## src/mbc_pkg.sv

```systemverilog
/*
 * constants, field layouts and carrier types for the master bridge
 * configuration register bank.
 * assumes an apb slave port with 32-bit data and a 12-bit byte address.
 */
// Functional notes
// - switch issue override register exists only when bridge sits on a switch.
// - switch override bit 0 limits reads, bit 1 writes, to one outstanding.
// - crossing scheme register exists only with programmable clock crossing.
// - scheme 0 1:1, 1 m:1, 2 1:n, 3 m:n, 4 async; 5-7 reserved; resets async.
// - merge bypass bit exists only with up or downsizing; resets to zero.
// - long burst register exists only when downsizing to axi4.
// - long burst bit 0 breaks long bursts; 1 allows long bursts out.
// - without programmers view long burst holds default; no long bursts.
// - write threshold effective only with a configured non-zero fifo tidemark.
// - write threshold resets to the configured tidemark, not a constant.
// - ahb control only for ahb-lite, reset zero; bit0 decode err, bit1 incr.
// - bridge issue override exists with sizing or fifo; bit0 reads, bit1 writes.
package mbc_pkg;

  // ************************************************************
  // register byte addresses
  // ************************************************************
  localparam logic [11:0] ADDR_SW_ISS = 12'h008;
  localparam logic [11:0] ADDR_XSCHEME = 12'h020;
  localparam logic [11:0] ADDR_MERGE = 12'h024;
  localparam logic [11:0] ADDR_LBURST = 12'h02c;
  localparam logic [11:0] ADDR_WTHR = 12'h040;
  localparam logic [11:0] ADDR_AHB = 12'h044;
  localparam logic [11:0] ADDR_BR_ISS = 12'h108;

  // ************************************************************
  // reset values and field positions
  // ************************************************************
  localparam logic [1:0] RST_ISS = 2'h0;
  localparam logic [0:0] RST_MERGE = 1'h0;
  localparam logic [0:0] RST_LBURST = 1'h0;
  localparam logic [1:0] RST_AHB = 2'h0;
  localparam int ISS_RD_BIT = 0;
  localparam int ISS_WR_BIT = 1;
  localparam int AHB_DECERR_BIT = 0;
  localparam int AHB_INCR_BIT = 1;
  localparam logic [3:0] WTHR_ZERO = 4'h0;
  localparam logic [31:0] RDATA_ZERO = 32'h0000_0000;

  // crossing schemes
  typedef enum logic [2:0] {
    MBC_SYNC_1_1 = 3'b000,
    MBC_SYNC_M_1 = 3'b001,
    MBC_SYNC_1_N = 3'b010,
    MBC_SYNC_M_N = 3'b011,
    MBC_ASYNC = 3'b100
  } mbc_scheme_t;

  // apb request carrier
  typedef struct packed {
    logic psel;
    logic penable;
    logic pwrite;
    logic [11:0] paddr;
    logic [31:0] pwdata;
  } mbc_apb_req_t;

  // controls handed to the bridge and the switch arbitration
  typedef struct packed {
    logic sw_rd_single;
    logic sw_wr_single;
    logic [2:0] scheme;
    logic merge_bypass;
    logic long_burst_en;
    logic [3:0] wr_threshold;
    logic ahb_decerr_en;
    logic ahb_force_incr;
    logic br_rd_single;
    logic br_wr_single;
  } mbc_ctrl_t;

endpackage : mbc_pkg

```

## src/mbc_regs.sv

```systemverilog
/*
 * apb register bank for one master interface bridge; every register
 * is kept or removed by a presence parameter set at build time.
 * assumes a single clock, synchronous apb inputs, zero wait states.
 */
`timescale 1ns/1ns
`default_nettype none

module mbc_regs #(
  parameter bit HAS_SW_ISS = 1'b1,       // bridge sits on a switch
  parameter bit HAS_XSCHEME = 1'b1,      // programmable clock crossing
  parameter bit HAS_SIZING = 1'b1,       // up or downsizing present
  parameter bit HAS_AXI4_DOWN = 1'b1,    // downsizing to axi4
  parameter bit HAS_PROG_VIEW = 1'b1,    // programmers view on
  parameter bit HAS_CHAN_FIFO = 1'b1,    // any channel fifo present
  parameter bit IS_AHB_LITE = 1'b1,      // ahb-lite master interface
  parameter logic [3:0] WR_TIDEMARK = 4'h8 // configured tidemark
) (
  input wire logic clk_i,                       // 20 mhz clock
  input wire logic rstn_i,                      // async reset, low
  input wire mbc_pkg::mbc_apb_req_t apb_req_i,  // apb request
  output logic [31:0] prdata_o,                 // read data
  output logic pready_o,                        // always ready
  output logic pslverr_o,                       // never errors
  output mbc_pkg::mbc_ctrl_t ctrl_o             // controls out
);
  import mbc_pkg::*;

  // ************************************************************
  // presence decisions
  // ************************************************************
  localparam bit EN_SW = HAS_SW_ISS;
  localparam bit EN_XS = HAS_XSCHEME;
  localparam bit EN_MG = HAS_SIZING;
  localparam bit EN_LB = HAS_AXI4_DOWN && HAS_PROG_VIEW;
  // threshold only counts when a non-zero tidemark was built in
  localparam bit EN_WT = HAS_CHAN_FIFO
                         && (WR_TIDEMARK != WTHR_ZERO);
  localparam bit EN_AH = IS_AHB_LITE;
  localparam bit EN_BR = HAS_SIZING || HAS_CHAN_FIFO;

  logic [1:0] sw_iss_ff;
  logic [2:0] xs_ff;
  logic merge_ff;
  logic lb_ff;
  logic [3:0] wthr_ff;
  logic [1:0] ahb_ff;
  logic [1:0] br_iss_ff;
  logic [31:0] rdata_ff;
  logic [31:0] nxt_rdata;

  // decode of the write access phase and the read setup phase
  wire logic wr_acc = apb_req_i.psel && apb_req_i.penable && apb_req_i.pwrite;
  wire logic rd_setup = apb_req_i.psel && !apb_req_i.penable
                        && !apb_req_i.pwrite;
  wire logic [11:0] addr = apb_req_i.paddr;
  wire logic [31:0] wd = apb_req_i.pwdata;

  // address hit for a register that is built in
  function automatic logic sel(input logic en, input logic [11:0] a,
      input logic [11:0] base);
    sel = en && (a == base);
  endfunction : sel

  // one hit per register; an absent register never hits
  wire logic hit_sw = sel(EN_SW, addr, ADDR_SW_ISS);
  wire logic hit_xs = sel(EN_XS, addr, ADDR_XSCHEME);
  wire logic hit_mg = sel(EN_MG, addr, ADDR_MERGE);
  wire logic hit_lb = sel(EN_LB, addr, ADDR_LBURST);
  wire logic hit_wt = sel(EN_WT, addr, ADDR_WTHR);
  wire logic hit_ah = sel(EN_AH, addr, ADDR_AHB);
  wire logic hit_br = sel(EN_BR, addr, ADDR_BR_ISS);

  // per register write strobes; every other offset is ignored
  wire logic we_sw = wr_acc && hit_sw;
  wire logic we_xs = wr_acc && hit_xs;
  wire logic we_mg = wr_acc && hit_mg;
  wire logic we_lb = wr_acc && hit_lb;
  wire logic we_wt = wr_acc && hit_wt;
  wire logic we_ah = wr_acc && hit_ah;
  wire logic we_br = wr_acc && hit_br;

  // reserved schemes are refused; the old value stays
  wire logic xs_legal = (wd[2:0] <= MBC_ASYNC);

  // ************************************************************
  // switch issue override
  // ************************************************************
  // force-single bits for the preceding switch arbitration
  always_ff @(posedge clk_i or negedge rstn_i) begin
    if (!rstn_i) begin
      sw_iss_ff <= RST_ISS;
    end else if (we_sw) begin
      sw_iss_ff <= wd[1:0];
    end
  end

  // ************************************************************
  // clock crossing scheme
  // ************************************************************
  // reserved codes never land, so the bridge sees a legal scheme
  always_ff @(posedge clk_i or negedge rstn_i) begin
    if (!rstn_i) begin
      xs_ff <= MBC_ASYNC;
    end else if (we_xs && xs_legal) begin
      xs_ff <= wd[2:0];
    end
  end

  // ************************************************************
  // merge bypass
  // ************************************************************
  // single bypass bit for the sizing merge logic
  always_ff @(posedge clk_i or negedge rstn_i) begin
    if (!rstn_i) begin
      merge_ff <= RST_MERGE;
    end else if (we_mg) begin
      merge_ff <= wd[0];
    end
  end

  // ************************************************************
  // long burst control
  // ************************************************************
  // without a programmers view the strobe never fires
  always_ff @(posedge clk_i or negedge rstn_i) begin
    if (!rstn_i) begin
      lb_ff <= RST_LBURST;
    end else if (we_lb) begin
      lb_ff <= wd[0];
    end
  end

  // ************************************************************
  // write fifo threshold
  // ************************************************************
  // resets to the build-time tidemark, not a fixed value
  always_ff @(posedge clk_i or negedge rstn_i) begin
    if (!rstn_i) begin
      wthr_ff <= WR_TIDEMARK;
    end else if (we_wt) begin
      wthr_ff <= wd[3:0];
    end
  end

  // ************************************************************
  // ahb-lite control
  // ************************************************************
  // decode error enable and forced incrementing bursts
  always_ff @(posedge clk_i or negedge rstn_i) begin
    if (!rstn_i) begin
      ahb_ff <= RST_AHB;
    end else if (we_ah) begin
      ahb_ff <= wd[1:0];
    end
  end

  // ************************************************************
  // bridge issue override
  // ************************************************************
  // force-single bits for the bridge's own issuing
  always_ff @(posedge clk_i or negedge rstn_i) begin
    if (!rstn_i) begin
      br_iss_ff <= RST_ISS;
    end else if (we_br) begin
      br_iss_ff <= wd[1:0];
    end
  end

  // ************************************************************
  // read path
  // ************************************************************
  // read words, unused upper bits zero
  wire logic [31:0] rw_sw = {30'h0, sw_iss_ff};
  wire logic [31:0] rw_xs = {29'h0, xs_ff};
  wire logic [31:0] rw_mg = {31'h0, merge_ff};
  wire logic [31:0] rw_lb = {31'h0, lb_ff};
  wire logic [31:0] rw_wt = {28'h0, wthr_ff};
  wire logic [31:0] rw_ah = {30'h0, ahb_ff};
  wire logic [31:0] rw_br = {30'h0, br_iss_ff};

  // read mux, absent or reserved words give zero
  always_comb begin
    nxt_rdata = RDATA_ZERO;
    if (!rd_setup) nxt_rdata = rdata_ff;
    else if (hit_sw) nxt_rdata = rw_sw;
    else if (hit_xs) nxt_rdata = rw_xs;
    else if (hit_mg) nxt_rdata = rw_mg;
    else if (hit_lb) nxt_rdata = rw_lb;
    else if (hit_wt) nxt_rdata = rw_wt;
    else if (hit_ah) nxt_rdata = rw_ah;
    else if (hit_br) nxt_rdata = rw_br;
  end

  // read data captured in the setup cycle
  always_ff @(posedge clk_i or negedge rstn_i) begin
    if (!rstn_i) rdata_ff <= RDATA_ZERO;
    else rdata_ff <= nxt_rdata;
  end

  assign prdata_o = rdata_ff;
  assign pready_o = 1'b1;
  assign pslverr_o = 1'b0;

  // ************************************************************
  // controls to the bridge and switch
  // ************************************************************
  // level outputs; clearing a bit only affects later issue decisions
  assign ctrl_o.sw_rd_single = EN_SW && sw_iss_ff[ISS_RD_BIT];
  assign ctrl_o.sw_wr_single = EN_SW && sw_iss_ff[ISS_WR_BIT];
  assign ctrl_o.scheme = EN_XS ? xs_ff : MBC_ASYNC;
  assign ctrl_o.merge_bypass = EN_MG && merge_ff;
  assign ctrl_o.long_burst_en = EN_LB && lb_ff;
  assign ctrl_o.wr_threshold = EN_WT ? wthr_ff : WR_TIDEMARK;
  assign ctrl_o.ahb_decerr_en = EN_AH && ahb_ff[AHB_DECERR_BIT];
  assign ctrl_o.ahb_force_incr = EN_AH && ahb_ff[AHB_INCR_BIT];
  assign ctrl_o.br_rd_single = EN_BR && br_iss_ff[ISS_RD_BIT];
  assign ctrl_o.br_wr_single = EN_BR && br_iss_ff[ISS_WR_BIT];

endmodule : mbc_regs

`default_nettype wire

```

## config.mk

```make
export PLATFORM = sky130hd
export DESIGN_NAME = mbc_regs
export DESIGN_NICKNAME = d
export VERILOG_FILES = /design/src/mbc_pkg.sv /design/src/mbc_regs.sv
export SDC_FILE = /design/constraint.sdc
export NUM_CORES = 1
export LEC_CHECK = 0
export BUFFER_PORTS_ARGS = -buffer_cell sky130_fd_sc_hd__clkbuf_2
export CAP_MARGIN = 10
export CORE_UTILIZATION = 40
export CTS_BUF_LIST = sky130_fd_sc_hd__clkbuf_4 sky130_fd_sc_hd__clkbuf_8
export DETAILED_ROUTE_END_ITERATION = 16
export PLACE_DENSITY = 0.8
export REMOVE_ABC_BUFFERS = 1
export SYNTH_ARGS = -nofsm -noshare
export SYNTH_HDL_FRONTEND = slang
export SYNTH_SLANG_ARGS = --single-unit
```

## constraint.sdc

```tcl
create_clock -name clk_i -period 1.9 [get_ports clk_i]
set_input_delay 0.19 -clock clk_i [delete_from_list [all_inputs] [get_ports clk_i]]
set_output_delay 0.19 -clock clk_i [all_outputs]
set_load 0.02 [all_outputs]
```

## Word level (Yosys, flattened, before mapping)

Cells that the tools add are included.

| operators by class | value |
|---|---|
| magnitude comparators | 1 |
| eq/ne operators | 7 |
| mux-type cells | 7 |
| reductions and logical operators | 14 |

Operators with widths:

| kind | count |
|---|---|
| $mux W32 | 4 |
| $eq A12 B6 Y1 const B | 3 |
| $eq A12 B7 Y1 const B | 2 |
| $eq A12 B4 Y1 const B | 1 |
| $eq A12 B9 Y1 const B | 1 |
| $logic_and A1 B1 Y1 | 12 |
| $mux W2 | 2 |
| $mux W4 | 1 |
| $le A3 B3 Y1 const B | 1 |
| $logic_not A1 Y1 | 2 |

| storage, ports and cells | value |
|---|---|
| bits in registers | 47 |

## Logic depth before layout (Yosys ltp)

| logic depth | value |
|---|---|
| word-level depth | 8 |
| gate-level depth with buffers | 7 |
| depth with buffers taken out | 5 |

## Worst setup path before layout

No wires, ideal clock.

| timing path | value |
|---|---|
| path type | input to register |
| start | input port apb_req_i[36] (netlist bit) |
| end | register ahb_ff[0] |
| setup time | 0.125 ns |
| arrival time | 1.550 ns |
| required time | 1.775 ns |
| path slack | 0.225 ns |
| stages on the path | 4 |
| path buffers | 0 |
| cells stage by stage | or4b_4 > or2_4 > nor3_2 > mux2_2 |

| on the way | value |
|---|---|
| cells in the longest elaborated chain, start to end | 2 |

Ends and longest elaborated chain:

| element | line | RTL |
|---|---|---|
| start: declaration | mbc_regs.sv:21 | `input wire mbc_pkg::mbc_apb_req_t apb_req_i,` |
| $eq A12 B7 Y1 | mbc_regs.sv:62 | `sel = en && (a == base);` |
| $logic_and A1 B1 Y1 | mbc_regs.sv:80 | `wire logic we_ah = wr_acc && hit_ah;` |
| end signal: assignment | mbc_regs.sv:154 | `ahb_ff <= wd[1:0];` |
| end: declaration | mbc_regs.sv:47 | `logic [1:0] ahb_ff;` |

No other way between the ends.
A chain may end at the register's enable or synchronous reset.

## Worst setup path after layout

Same ends and word-level chain as after synthesis.

==> results.ini <==
[power_and_ir_drop]
power_per_cell_area_nw_per_um2=490.5
pwr-share-comb_pct=20.0
p_sw_uw=237.8
pwr-share-seq_pct=53.5
switching_share_pct=31.03
max-vdd-ir-drop_v=0.0001885
cellLeakagePower_nw=0.7753
p_clk_share_pct=26.5
p_int_uw=528.7

[routing]
drt-vias-per-instance=4.742
first_iter_violations=48
drcViolationCount=0
wire_per_inst_um=11.64
dr.pass1.iters=7
vias=1119
ant_nets=0
wl_mm=2.747

[clock_network]
htreeDepth=1
clockRootBuffer=clkbuf_4
insertion_delay_ns=0.30
cts_sinks=19
ctsResizeCount=0
cts_setup_buffers=0
clk_pin_slew_ns=0.11
cts_tree=done
cts_buffers=3
clock_path_buffers=2

[finish]
diodes=0
multiInputGateArea_um2=710.7
drive_above_1_share_pct=39.58
final_cell_mix=clkbuf_2 (39), conb_1 (30), dfrtp_1 (17), mux2_2 (12), nor2_1 (10)
fillers=308
regArea_um2=478.0
syn2layout_area_growth_pct=15.43
fin_nets=242
final_cells=236
layout_commonest_cell=clkbuf_2

[setup_path]
crit_chain=clkbuf_2 > or4b_4 > or2_4 > nor3_2 > mux2_2
cp-startpoint=apb_req_i[36]
cp_slowest_cell=or4b_4
timing_worst_setup_path_type=input pin to flop
cp-end-kind=flop
timing.rr.start=wthr_ff[0]$_DFFE_PN0P_
slowest_delay_ns=0.57
critPathBufInv=1
critPathLaunchType=input pin
critPathMaxFanout=4
crit_family=simple AND/OR/NAND/NOR gates
cp_num_cells=5
cp.arrival_ns=1.74
ff2ff_path_depth=5
worst_ep_required_time_ns=2.09
r2r_slack_ns=0.44

[yosys]
ys_ff_latch=19
synth_cells=146
synth_flop_cell=dfrtp_1
yosysSeqAreaShare_pct=35.30
synth-edff-count=0
async_flop_share_pct=100.0
ys_types=41
netlist_area_um2=1354
synth_warnings=0
syn_avg_cell_area_um2=9.273

[hold_path]
hold_class=input pin to flop
hold_start=apb_req_i[3]
whs_path_depth=2

[sta]
tns_ns=0
layout_min_cycle_time_ns=1.550
rsz0062_at_grt=false
finClkSkew_ns=0.003473
period_share_pct=81.60
drv_slew=0
worst_slew_pin_slew_ns=0.5171
maxSlewHeadroom_pct=65.21
fmax_mhz=645.0
final_hold_viol_count=0
setup_violations=0

[run]
drv_cap=0

[run_status]
status=finished clean

[floorplanning]
die_y_um=60.18
num_io_pins=98
start_util_pct=43.28
fp.dieW_um=60.18
core_um2=3128
die_area_um2=3621
num_rows=20

[grt]
antenna_found_initial=0
track_usage_pct=15.68
grt_pass1_wl_mm=4.278
global_route.overflow_total=0
grt_pass1_vias=977
grt_max_degree=20

[placed_design]
placedCellCount=231
io_buffers=39
routabilityCongestion=0.9219
hpwlAfterDp_mm=2.270

layer usage:
| layer | global-route usage, % | wire length [um] | up-vias |
|---|---|---|---|
| met5 | 0 | 0 | - |
| met3 | 2.165 | 161 | 0 |
| li1 | - | - | 548 |
| met1 | 20.46 | 1252 | 519 |
| met2 | 27.00 | 1333 | 52 |
| met4 | 3.987 | 0 | 0 |
repair_timing:
| action | 4_1_cts | 5_1_grt |
|---|---|---|
| endpoints found under the hold margin | 17 | 0 |
| endpoints found under the setup margin | 0 | 0 |
| hold buffers | 1 | 0 |
power by group through the flow:
stage | Combinational, mW | Sequential [mW] | Clock [mW]
CTS | 0.153 | 0.410 | 0.210
global route | 0.170 | 0.410 | 0.227
global placement | 0.149 | 0.418 | 0
detailed placement | 0.151 | 0.418 | 0
finish | 0.153 | 0.410 | 0.203
floorplan | 0.0811 | 0.423 | 0
area by class of cell:
cell class / instances / area share [%]
timing repair buffer: 49 / 17.45
clock buffer: 3 / 1.441
inverter: 5 / 1.201
multi-input combinational: 115 / 45.48
clock inverter: 1 / 0.3203
sequential: 19 / 30.58
tap: 44 / 3.523
kinds of logic (layout without fill, tap and decap cells):
group                  count (synthesis)  after routing  share of synthesized area [%]
and+or+nand+nor                       50             50                          21.35
muxes                                 12             12                          9.982
DFF                                   19             19                          35.31
AOI/OAI and AO/OA                     23             23                          12.85
buffers and inverters                 40             58                          19.96
other                                  2             30                         0.5547
state kept, by name, summed over array words and instances (netlist names):
signal and cells:
prdata_o 4, wthr_ff 4, xs_ff 3, ahb_ff 2
br_iss_ff 2, sw_iss_ff 2, lb_ff 1, merge_ff 1
worst paths after layout:
kind / end
max in group asynchronous: wthr_ff[3]$_DFFE_PN1P_
hold / removal: wthr_ff[3]$_DFFE_PN1P_
min in group asynchronous: prdata_o[2]$_DFFE_PN0P_
setup / recovery: ahb_ff[0]$_DFFE_PN0P_
hold reg to reg: prdata_o[3]$_DFFE_PN0P_
setup reg to reg: prdata_o[0]$_DFFE_PN0P_
through the flow:
stage	setup slack, ns	instance area [um^2]	hold WS, ns	util [%]	power [mW]
2_1_floorplan	0.2247	1207	-0.1056	-	0.5037
3_3_place_gp	0.04875	1525	0.1613	48.76	0.5671
3_5_place_dp	0.03115	1525	0.1722	48.76	0.5692
4_1_cts	0.3533	1563	0.1146	49.96	0.7737
5_1_grt	0.1819	1563	0.1098	49.96	0.8076
6_report	0.3496	1563	0.1168	49.96	0.7665
synthesized netlist by cell type, types with 2 or more instances:
| cell type | count | area, um^2 |
|---|---|---|
| conb_1 | 2 | 7.510 |
| dfstp_2 | 2 | 52.55 |
| a2111oi_2 | 2 | 30.03 |
| nor4_1 | 3 | 18.77 |
| nand2_1 | 7 | 26.28 |
| nor2_1 | 10 | 37.54 |
| nand2b_1 | 3 | 18.77 |
| a31oi_1 | 3 | 18.77 |
| nand3_1 | 3 | 15.01 |
| mux2_2 | 12 | 135.1 |
| buf_4 | 32 | 240.2 |
| nor2b_1 | 4 | 25.02 |
| a21oi_1 | 7 | 35.03 |
| clkbuf_1 | 3 | 11.26 |
| o21ai_0 | 2 | 10.01 |
| inv_1 | 5 | 18.77 |
| dfrtp_1 | 17 | 425.4 |
| nor3_1 | 5 | 25.02 |
| and2_1 | 2 | 12.51 |
Note: power is estimated with default switching activity, not from simulation.
